`src/rtl/group_cfg_pkg.sv`:
```
// Package holding the layout and constants of the group settings word.
package group_cfg_pkg;
	// ==========================================================
	// Field positions of the group settings word.
	localparam int THR_LSB = 16;
	localparam int THR_W = 6;
	localparam int SYNC_SEL_BIT = 15;
	localparam int POLL_LSB = 10;
	localparam int TX_INH_BIT = 9;
	localparam int RX_INH_BIT = 8;
	localparam int PVA_BIT = 7;
	// Bits that hold a setting; all others are reserved and ignored.
	localparam logic [31:0] USED_MASK = 32'h003f_8f80;
	// Value of the settings word after reset.
	localparam logic [31:0] WORD_RESET = 32'h0000_0400;
	// ==========================================================
	// Service request codes and widths.
	localparam logic [4:0] SREQ_READ_GROUP = 5'h12;
	localparam int CH_W = 5;
	localparam int CHANNELS = 32;
	// Sync event counts between polls for selector values 1, 2, 3.
	localparam logic [6:0] POLL_EVERY_16 = 7'h10;
	localparam logic [6:0] POLL_EVERY_32 = 7'h20;
	localparam logic [6:0] POLL_EVERY_64 = 7'h40;
endpackage

```
`src/rtl/group_config_descriptor.sv`:
```
// Group settings word and the control decisions that it steers.
`timescale 1ns/1ps
module group_config_descriptor
	import group_cfg_pkg::*;
(
	input wire logic clk,
	input wire logic rst_b,
	input wire logic sreq_valid,
	input wire logic [4:0] sreq_code,
	input wire logic mem_word_valid,
	input wire logic [31:0] mem_word,
	input wire logic line_clk_present,
	input wire logic map_load_req,
	input wire logic [5:0] unit_error_monitor_count,
	input wire logic slot_wrap,
	input wire logic tx_frame_sync_in,
	input wire logic rx_frame_sync_in,
	input wire logic chan_activate,
	input wire logic tx_buffer_done,
	input wire logic rx_buffer_filled,
	input wire logic protect_violation,
	input wire logic [4:0] service_chan,
	output logic [31:0] group_settings_word,
	output logic fetch_busy,
	output logic map_load_go,
	output logic unit_error_irq,
	output logic frame_sync_event,
	output logic chan_start_ok,
	output logic poll_go,
	output logic tx_status_write,
	output logic rx_status_write,
	output logic group_reset,
	output logic chan_deact,
	output logic [4:0] chan_deact_num
);
	import group_cfg_pkg::*;

	// ==========================================================
	// Pin synchronisers and field views.
	logic [1:0] tx_frame_sync_in_s_r, rx_frame_sync_in_s_r, lclk_s_r;
	logic sync_prev_r;
	logic sync_sel, tx_inh, rx_inh, pva;
	logic [1:0] poll_sel;
	logic [5:0] threshold;
	logic sync_in_rise, sync_ev;

	// Two flops for each frame sync pin and the line clock input, then a rise detector on the sync pins.
	always_ff @(posedge clk)
	begin
		if (!rst_b)
		begin
			tx_frame_sync_in_s_r <= 2'h0;
			rx_frame_sync_in_s_r <= 2'h0;
			lclk_s_r <= 2'h0;
			sync_prev_r <= 1'b0;
		end
		else
		begin
			tx_frame_sync_in_s_r <= {tx_frame_sync_in_s_r[0], tx_frame_sync_in};
			rx_frame_sync_in_s_r <= {rx_frame_sync_in_s_r[0], rx_frame_sync_in};
			lclk_s_r <= {lclk_s_r[0], line_clk_present};
			sync_prev_r <= tx_frame_sync_in_s_r[1] | rx_frame_sync_in_s_r[1];
		end
	end

	// Fields read from the stored word; reserved bits never reach logic.
	always_comb
	begin
		threshold = group_settings_word[THR_LSB +: THR_W];
		sync_sel = group_settings_word[SYNC_SEL_BIT];
		poll_sel = group_settings_word[POLL_LSB +: 2];
		tx_inh = group_settings_word[TX_INH_BIT];
		rx_inh = group_settings_word[RX_INH_BIT];
		pva = group_settings_word[PVA_BIT];
		sync_in_rise = (tx_frame_sync_in_s_r[1] | rx_frame_sync_in_s_r[1]) & ~sync_prev_r;
		// Select the frame sync source.
		sync_ev = sync_sel ? sync_in_rise : slot_wrap;
	end

	// Maps the poll selector to its event count.
	function automatic logic [6:0] poll_limit(input logic [1:0] sel);
		unique case (sel)
			2'h1: poll_limit = POLL_EVERY_16;
			2'h2: poll_limit = POLL_EVERY_32;
			2'h3: poll_limit = POLL_EVERY_64;
			default: poll_limit = POLL_EVERY_16; // Unsupported value 0.
		endcase
	endfunction

	// ==========================================================
	// Descriptor fetch state machine.
	typedef enum logic [0:0] {IDLE, FETCH} fetch_t;
	fetch_t st_r, st_nxt;
	logic [31:0] word_nxt;

	// Request 18 waits for the memory word, then stores it.
	always_comb
	begin
		st_nxt = st_r;
		word_nxt = group_settings_word;
		unique case (st_r)
			IDLE:
				if (sreq_valid && sreq_code == SREQ_READ_GROUP)
					st_nxt = FETCH;
			FETCH:
				if (mem_word_valid)
				begin
					word_nxt = mem_word & USED_MASK;
					st_nxt = IDLE;
				end
		endcase
	end

	always_ff @(posedge clk)
	begin
		if (!rst_b)
		begin
			st_r <= IDLE;
			group_settings_word <= WORD_RESET;
		end
		else
		begin
			st_r <= st_nxt;
			group_settings_word <= word_nxt;
		end
	end

	// ==========================================================
	// Event outputs and poll pacing.
	logic [6:0] poll_cnt_r, poll_cnt_nxt;
	logic start_armed_r, start_armed_nxt;
	logic map_go_nxt, irq_nxt, poll_nxt, txw_nxt, rxw_nxt;
	logic grst_nxt, cdeact_nxt, start_nxt;
	logic [4:0] cnum_nxt;

	// Next values of the decision outputs but frame_sync_event and fetch_busy, one group per setting plus the map load gate.
	always_comb
	begin
		map_go_nxt = map_load_req & lclk_s_r[1];
		irq_nxt = unit_error_monitor_count > threshold;
		poll_cnt_nxt = poll_cnt_r;
		poll_nxt = 1'b0;
		if (sync_ev)
		begin
			if (poll_cnt_r + 7'h1 >= poll_limit(poll_sel))
			begin
				poll_cnt_nxt = 7'h0;
				poll_nxt = 1'b1;
			end
			else
				poll_cnt_nxt = poll_cnt_r + 7'h1;
		end
		// Activation arms; the selected sync event releases the start.
		start_armed_nxt = start_armed_r | chan_activate;
		start_nxt = 1'b0;
		if ((start_armed_r | chan_activate) && sync_ev)
		begin
			start_nxt = 1'b1;
			start_armed_nxt = 1'b0;
		end
		txw_nxt = tx_buffer_done & ~tx_inh;
		rxw_nxt = rx_buffer_filled & ~rx_inh;
		grst_nxt = protect_violation & ~pva;
		cdeact_nxt = protect_violation & pva;
		cnum_nxt = protect_violation ? service_chan : chan_deact_num;
	end

	always_ff @(posedge clk)
	begin
		if (!rst_b)
		begin
			poll_cnt_r <= 7'h0;
			start_armed_r <= 1'b0;
			map_load_go <= 1'b0;
			unit_error_irq <= 1'b0;
			frame_sync_event <= 1'b0;
			chan_start_ok <= 1'b0;
			poll_go <= 1'b0;
			tx_status_write <= 1'b0;
			rx_status_write <= 1'b0;
			group_reset <= 1'b0;
			chan_deact <= 1'b0;
			chan_deact_num <= 5'h00;
			fetch_busy <= 1'b0;
		end
		else
		begin
			poll_cnt_r <= poll_cnt_nxt;
			start_armed_r <= start_armed_nxt;
			map_load_go <= map_go_nxt;
			unit_error_irq <= irq_nxt;
			frame_sync_event <= sync_ev;
			chan_start_ok <= start_nxt;
			poll_go <= poll_nxt;
			tx_status_write <= txw_nxt;
			rx_status_write <= rxw_nxt;
			group_reset <= grst_nxt;
			chan_deact <= cdeact_nxt;
			chan_deact_num <= cnum_nxt;
			fetch_busy <= (st_nxt == FETCH);
		end
	end
endmodule

```
`config.mk`:
```
export PLATFORM = sky130hd
export DESIGN_NAME = group_config_descriptor
export DESIGN_NICKNAME = d
export VERILOG_FILES = /design/src/rtl/group_cfg_pkg.sv /design/src/rtl/group_config_descriptor.sv
export SDC_FILE = /design/constraint.sdc
export NUM_CORES = 1
export LEC_CHECK = 0
export ABC_AREA = 1
export ABC_CLOCK_PERIOD_IN_PS = 1900
export BUFFER_PORTS_ARGS = -buffer_cell sky130_fd_sc_hd__buf_4
export CORE_MARGIN = 4
export CORE_UTILIZATION = 39
export DETAILED_ROUTE_END_ITERATION = 10
export PLACE_DENSITY_LB_ADDON = 0.08
export SLEW_MARGIN = 10
export SYNTH_ARGS = -nofsm -noshare
export SYNTH_HDL_FRONTEND = slang
export SYNTH_SLANG_ARGS = --single-unit
```
`constraint.sdc`:
```
create_clock -name clk -period 1.9 [get_ports clk]
set_input_delay 0.19 -clock clk [delete_from_list [all_inputs] [get_ports clk]]
set_output_delay 0.19 -clock clk [all_outputs]
set_load 0.02 [all_outputs]
```
==> results of run 1 <==
-- placed cells by master, fill, tap and decap left out, types with 2 or more instances in the layout --
| cell | n |
|---|---|
| clkinv_2 | 2 |
| o21bai_1 | 2 |
| buf_4 | 75 |
| nand3_2 | 6 |
| a21oi_1 | 16 |
| ha_1 | 6 |
| nor2_1 | 31 |
| o21ai_0 | 20 |
| dfxtp_1 | 39 |
| clkbuf_8 | 5 |
| o21a_1 | 2 |
| nor2_2 | 3 |
| nand2_2 | 7 |
| nand2_1 | 36 |
| a21oi_2 | 3 |
| ha_4 | 4 |
| conb_1 | 20 |
| dfxtp_2 | 2 |
| nand3_1 | 8 |
| nor3_1 | 2 |
| inv_1 | 31 |
| nand4_1 | 2 |
-- what timing repair did --
action	4_1_cts	5_1_grt
setup buffers	2	2
setup endpoints to repair	7	8
resized for setup	15	15
pin swaps	11	10
-- final timing paths --
| check | start | end | slack (ns) | cells past startpoint |
|---|---|---|---|---|
| max | poll_cnt_r[1] | poll_cnt_r[2] | 0.09 | 10 |
| min | rx_frame_sync_in | rx_frame_sync_in_s_r[0] | 0.08 | 3 |
| max reg2reg | poll_cnt_r[1] | poll_cnt_r[2] | 0.09 | 10 |
| min reg2reg | lclk_s_r[1] | map_load_go | 0.42 | 2 |
-- worst register-to-register path: stages (launching register included) --
cell      delay (ns)
dfxtp_4         0.37
ha_4            0.15
nand3_1         0.08
o21bai_1        0.17
nand2_2         0.10
ha_4            0.29
nand3_2         0.11
nor2_4          0.12
nand3_4         0.14
a21oi_2         0.15
nor2_1          0.04
-- power by group through the flow --
stage               sequential (mW)  combinational (mW)  clock, mW
floorplan                     0.964               0.137          0
global placement              0.941               0.240          0
detailed placement            0.941               0.242          0
CTS                           0.923               0.249      0.719
global route                  0.927               0.284      0.748
finish                        0.923               0.253      0.697
-- sequential cells by signal, indices dropped and copies added (netlist names) --
name and flops:
group_settings_word 12, poll_cnt_r 7, chan_deact_num 5, lclk_s_r 2, rx_frame_sync_in_s_r 2, tx_frame_sync_in_s_r 2
chan_deact 1, chan_start_ok 1, fetch_busy 1, frame_sync_event 1, group_reset 1, map_load_go 1
poll_go 1, rx_status_write 1, start_armed_r 1, sync_prev_r 1, tx_status_write 1, unit_error_irq 1
-- through the flow --
stage / setup TNS, ns / setup WS, ns / utilization [%]
global placement: -0.152 / -0.0342 / 51.1
floorplan: 0 / 0.0574 / -
CTS: 0 / 0.0461 / 55.1
finish: 0 / 0.0879 / 56.8
detailed placement: -0.189 / -0.0503 / 51.1
global route: -0.0843 / -0.0315 / 56.8
-- kinds of logic (layout without fill, tap and decap cells) --
logic type      Yosys count  after routing  synth area share, %
other cells               1             20                0.196
compound gates           43             43                 11.8
simple gates             98             98                 21.5
flops                    42             42                 43.9
buf+inv                  59            117                 16.1
fa+ha+maj                10             10                 6.54
-- per-layer routing --
metal | vias to the layer above | global-route usage (%) | wire (um)
met3 | 5 | 5.50 | 363
li1 | 909 | - | -
met2 | 53 | 27.7 | 2210
met4 | 0 | 4.20 | 48
met5 | - | 0 | 0
met1 | 774 | 16.4 | 1820
-- area by class of cell --
class	count	area [um^2]	area share, %
clock buffers	5	68.8	2.55
clock inverters	3	40.0	1.48
inverters	33	129	4.77
multi-input cells	171	958	35.5
flip-flops and latches	42	847	31.4
well taps	67	83.8	3.10
repair buffers	76	574	21.3
==> key figures, run 1 <==
Synthesis
  – Synth Area per Inst: 7.57 um^2
  – Netlist cell types: 24
  – Asr flop ratio synth: 0%
  – EDFF count, synth: 0
  – Synth area leaders: dfxtp_1 (44%), buf_4 (7.8%), nand2_1 (7.6%)
  – Most common cell in the netlist: dfxtp_1
  – Ys flop type: dfxtp_1
  – List of most frequent post-synthesis cells: dfxtp_1 (42), nand2_1 (39), nor2_1 (35), inv_1 (31)
  – Yosys warns: 0
  – Cell Area, Synth: approximately 1900 um^2
  – Post-synth top area share: about 44%
  – Largest area contributor in the netlist: dfxtp_1
  – Seq/Total Area, Yosys: between 40% and 50%
  – Post-Synthesis Cells: approximately 250
  – #FFs+latches synth: between 40 and 50

Layout
  – Syn-to-layout area delta: 41.1%
  – ANT cells: 0
  – Nets: 400
  – Design Area, Final: around 2700 um^2
  – Fin cells: 397
  – Fillers: roughly 470
  – Layout cells sized above 1: 34.5%

Setup path
  – Cell breakdown of the critical path: ha_4, nand3_1, o21bai_1, nand2_2, ha_4, nand3_2, nor2_4, nand3_4, a21oi_2, nor2_1
  – Slowest cell on crit path: dfxtp_4
  – Crit path buf inv count: 0
  – Crit path max-delay family: simple AND/OR/NAND/NOR gates
  – Critical path capture point type: register
  – CP required: between 2 and 2.5 ns
  – Crit-path max FO: 7
  – Critical Path Max Stage Delay: 0.37 ns
  – Most Frequent Cell on Critical Path: ha_4
  – Crit start category: register
  – WP data arrival: 2.01 ns
  – CP Class: reg -> reg

Floorplan
  – Horiz. Die Dim: 78.1 um
  – Core ar.: 4750 um^2
  – Row count: 25
  – Die area: roughly 6100 um^2
  – Die Height: just under 80 um
  – IO Pins: 108
  – Initial Util: approximately two fifths

Drt
  – DR vias: between 1500 and 2000
  – DR pass1 iterations: 4
  – Number of routed nets with antenna violations: 0
  – DRC errors left: 0
  – Drt total wl: 4440 um
  – DRT iter0 DRCs: 57
  – Vias per cell: about 4.4
  – Drt wl/cell: approximately 11 um

GRT
  – Initial antenna violation count: 0
  – Largest net degree at the start of global routing: 32
  – First-pass GRT wire length: around 7500 um
  – Total GRT Usage: between 15 and 20%
  – GRT overflow: 0
  – Vias in the first global route: around 1800

Clock network
  – Total CTS buffers: 5
  – Clock latency on the worst-skew pair: between 0.2 and 0.3 ns
  – CTS clock-pin slew for the worst setup and hold paths: around 0.08 ns
  – Clock Sinks: 42
  – Root Driver: clkbuf_8
  – Clock tree buffer depth: 2
  – Hold-fix buffers at CTS: 0
  – TritonCTS clock tree: done
  – H-tree Lvls: 2

Timing
  – Fmax: roughly 0.55 GHz
  – Fin crit share: 95.4%
  – Crit path time final: 1.81 ns
  – Hold_ws: approximately 0.075 ns
  – Final Max Slew Viols: 0
  – Setup violators final: 0
  – Slew @ Worst Pin: approximately 0.59 ns
  – Worst Skew: 0.00445 ns
  – RSZ-0062 raised after global routing: true
  – Slew headroom: approximately three fifths
  – Final Hold Viols: 0

Min path
  – Hold crit path type: in -> reg

Place
  – Port buffer count: 67
  – Routability cong.: 0.816
  – Placed Instances: around 390
  – Placed Area: ~2400 um^2
  – Hpwl dp: around 3200 um

Power and ir drop
  – Pint: approximately 1.4 mW
  – Flop pwr share: 49.3%
  – Max rail drop VDD: 0.499 mV
  – PwrDens: approximately 700 nW/um^2
  – Lkg Pwr: around 1.3 nW
  – Combinational share of power: a little over an eighth
  – Switch share: around 25%
  – Clock share of power: between 30 and 40%
  – P_sw: 0.464 mW
  – Final Power: approximately 1.9 mW

Outcome
  – Status: finished, final reports clean

Job
  – Max cap viols: 0
Power figures use the tool's default switching activity.
==> inputs of run 2 (changes only) <==
==> constraint.sdc (replaced) <==
create_clock -name clk -period 1.9 [get_ports clk]
set_input_delay 0.19 -clock clk [delete_from_list [all_inputs] [get_ports clk]]
set_output_delay 0.19 -clock clk [all_outputs]
set_load 0.1 [all_outputs]
==> run 2 against run 1 <==
- clock power fell by 15%
- worst setup slack got worse by 0.013 ns
- sequential share of layout area rose by 0.39 points
- clock-buffer cell count rose by 1
- critical path depth rose by 1
- critical endpoint unchanged
- highest routed layer unchanged
==> key figures, run 2 (synthesized netlist as in run 1, its figures left out) <==
Outcome
  – Status: finished, final reports clean

Drt
  – Vias per cell: 4.39 (+0.16%)
  – Number of routed nets with antenna violations: 0 (unchanged)
  – DR pass1 iterations: 4 (unchanged)
  – DRC errors left: 0 (unchanged)
  – Drt wl/cell: 11.1 um (-0.67%)
  – DR vias: 1735 (-0.34%)
  – DRT iter0 DRCs: 51 (-11%)
  – Drt total wl: 4390 um (-1.2%)

Layout
  – Top flop regs: group_settings_word x12, poll_cnt_r x7, chan_deact_num x5
  – Commonest non-fill, non-tap cells in the layout: buf_4 (74), nand2_1 (39), dfxtp_1 (37)
  – ANT cells: 0 (unchanged)
  – Largest register FFs: 12 (unchanged)
  – Layout cells sized above 1: 34.1% (-0.40 points)
  – Fin cells: 395 (-0.50%)
  – Biggest register: group_settings_word
  – Commonest non-fill, non-tap cell in the layout: buf_4
  – Nets: 398 (-0.50%)
  – Syn-to-layout area delta: 39.8%

Clock network
  – Hold-fix buffers at CTS: 0 (unchanged)
  – Root Driver: clkbuf_8
  – Clock tree buffer depth: 2 (unchanged)
  – TritonCTS clock tree: done
  – Clock latency on the worst-skew pair: 0.29 ns (about the same)
  – Clock Sinks: 42 (unchanged)
  – CTS clock-pin slew for the worst setup and hold paths: 0.08 ns (about the same)
  – H-tree Lvls: 2 (unchanged)
  – Total CTS buffers: 5 (unchanged)

GRT
  – First-pass GRT wire length: 7300 um (-2.5%)
  – Initial antenna violation count: 0 (unchanged)
  – Vias in the first global route: 1685 (-3.9%)
  – Largest net degree at the start of global routing: 31 (-3.1%)
  – Total GRT Usage: 14.8% (-0.38 points)
  – GRT overflow: 0 (unchanged)

Place
  – Routability cong.: 0.863 (+5.8%)
  – Placed Instances: 386 (+0.26%)
  – Hpwl dp: 3250 um (+0.79%)
  – Port buffer count: 67 (unchanged)

Setup path
  – Crit start category: register
  – WP data arrival: 2.01 ns (about the same)
  – CP required: 2.09 ns (about the same)
  – CP Class: reg -> reg
  – Critical path capture point type: register
  – Crit-path max FO: 7 (unchanged)

Floorplan
  – Die Height: 78.1 um (unchanged)
  – Row count: 25 (unchanged)
  – IO Pins: 108 (unchanged)
  – Horiz. Die Dim: 78.1 um (unchanged)
  – Core ar.: 4750 um^2 (unchanged)
  – Initial Util: 40.3% (unchanged)
  – Die area: 6090 um^2 (unchanged)

Min path
  – Hold crit path type: in -> reg

Timing
  – Final Hold Viols: 0 (unchanged)
  – Worst Skew: 0.00643 ns (+0.00197 ns)
  – Setup violators final: 0 (unchanged)
  – Slew headroom: 61.4% (+0.98 points)
  – Fin crit share: 96.1% (+0.67 points)
  – RSZ-0062 raised after global routing: true
  – Crit path time final: 1.82 ns (+0.0128 ns)
  – Slew @ Worst Pin: 0.577 ns (-0.0146 ns)
  – Fmax: 0.548 GHz (-0.70%)
  – Final Max Slew Viols: 0 (unchanged)

Power and ir drop
  – Final Power: 2.01 mW (+7.4%)
  – Lkg Pwr: 1.27 nW (-1.5%)
  – PwrDens: 752 nW/um^2 (+8.4%)
  – Max rail drop VDD: 0.514 mV (+2.9%)

Job
  – Max cap viols: 0 (unchanged)
## run 2: power by group
group,internal (mW),switching (mW)
registers,0.909,0.0131
clock network,0.292,0.300
logic,0.114,0.383
total,1.31,0.697
## run 2: critical path: stages, from the launching register on
cell     delay [ns]
dfxtp_2        0.34
ha_4           0.17
nand2_2        0.11
o21ai_0        0.08
nand2_1        0.11
inv_1          0.08
ha_4           0.28
nand3_4        0.08
nor2_4         0.13
nand3_4        0.15
a21oi_2        0.16
nor2_1         0.04
## run 2: timing repair
action                                  4_1_cts  5_1_grt
endpoints found under the setup margin        7        8
buffers inserted                              0        1
hold endpoints to repair                      0        0
pin swaps                                     1       10
gates resized for setup                       3       23
## run 2: stage by stage
step	setup TNS, ns	cell area [um^2]	hold WS [ns]	setup WS, ns	utilization [%]
floorplan	0	1990	0.288	0.0574	-
global placement	-0.241	2440	0.372	-0.0473	51.3
CTS	0	2550	0.0726	0.00710	53.6
finish	0	2680	0.0825	0.0750	56.3
detailed placement	-0.177	2440	0.379	-0.0370	51.3
global route	-0.233	2680	0.0882	-0.0588	56.3
## run 2: path summary, 6_finish.rpt
kind | startpoint | end | slack, ns | cells after the start
max | poll_cnt_r[0] | poll_cnt_r[2] | 0.08 | 11
min | tx_frame_sync_in | tx_frame_sync_in_s_r[0] | 0.08 | 3
max reg2reg | poll_cnt_r[0] | poll_cnt_r[2] | 0.08 | 11
min reg2reg | tx_frame_sync_in_s_r[0] | tx_frame_sync_in_s_r[1] | 0.41 | 2
## run 2: layer usage
metal | up-vias | GRT usage, % | wire (um)
met5 | - | 0 | 0
met4 | 0 | 4.02 | 29
met3 | 5 | 5.62 | 356
met2 | 57 | 25.8 | 2230
met1 | 767 | 16.9 | 1770
li1 | 906 | - | -
## run 2: cell type report
class	instances	area [um^2]
timing repair buffer	74	556
clock inverter	2	12.5
clock buffer	6	82.6
tap	67	83.8
inverter	33	126
fill	497	2080
sequential	42	850
multi-input combinational	171	966
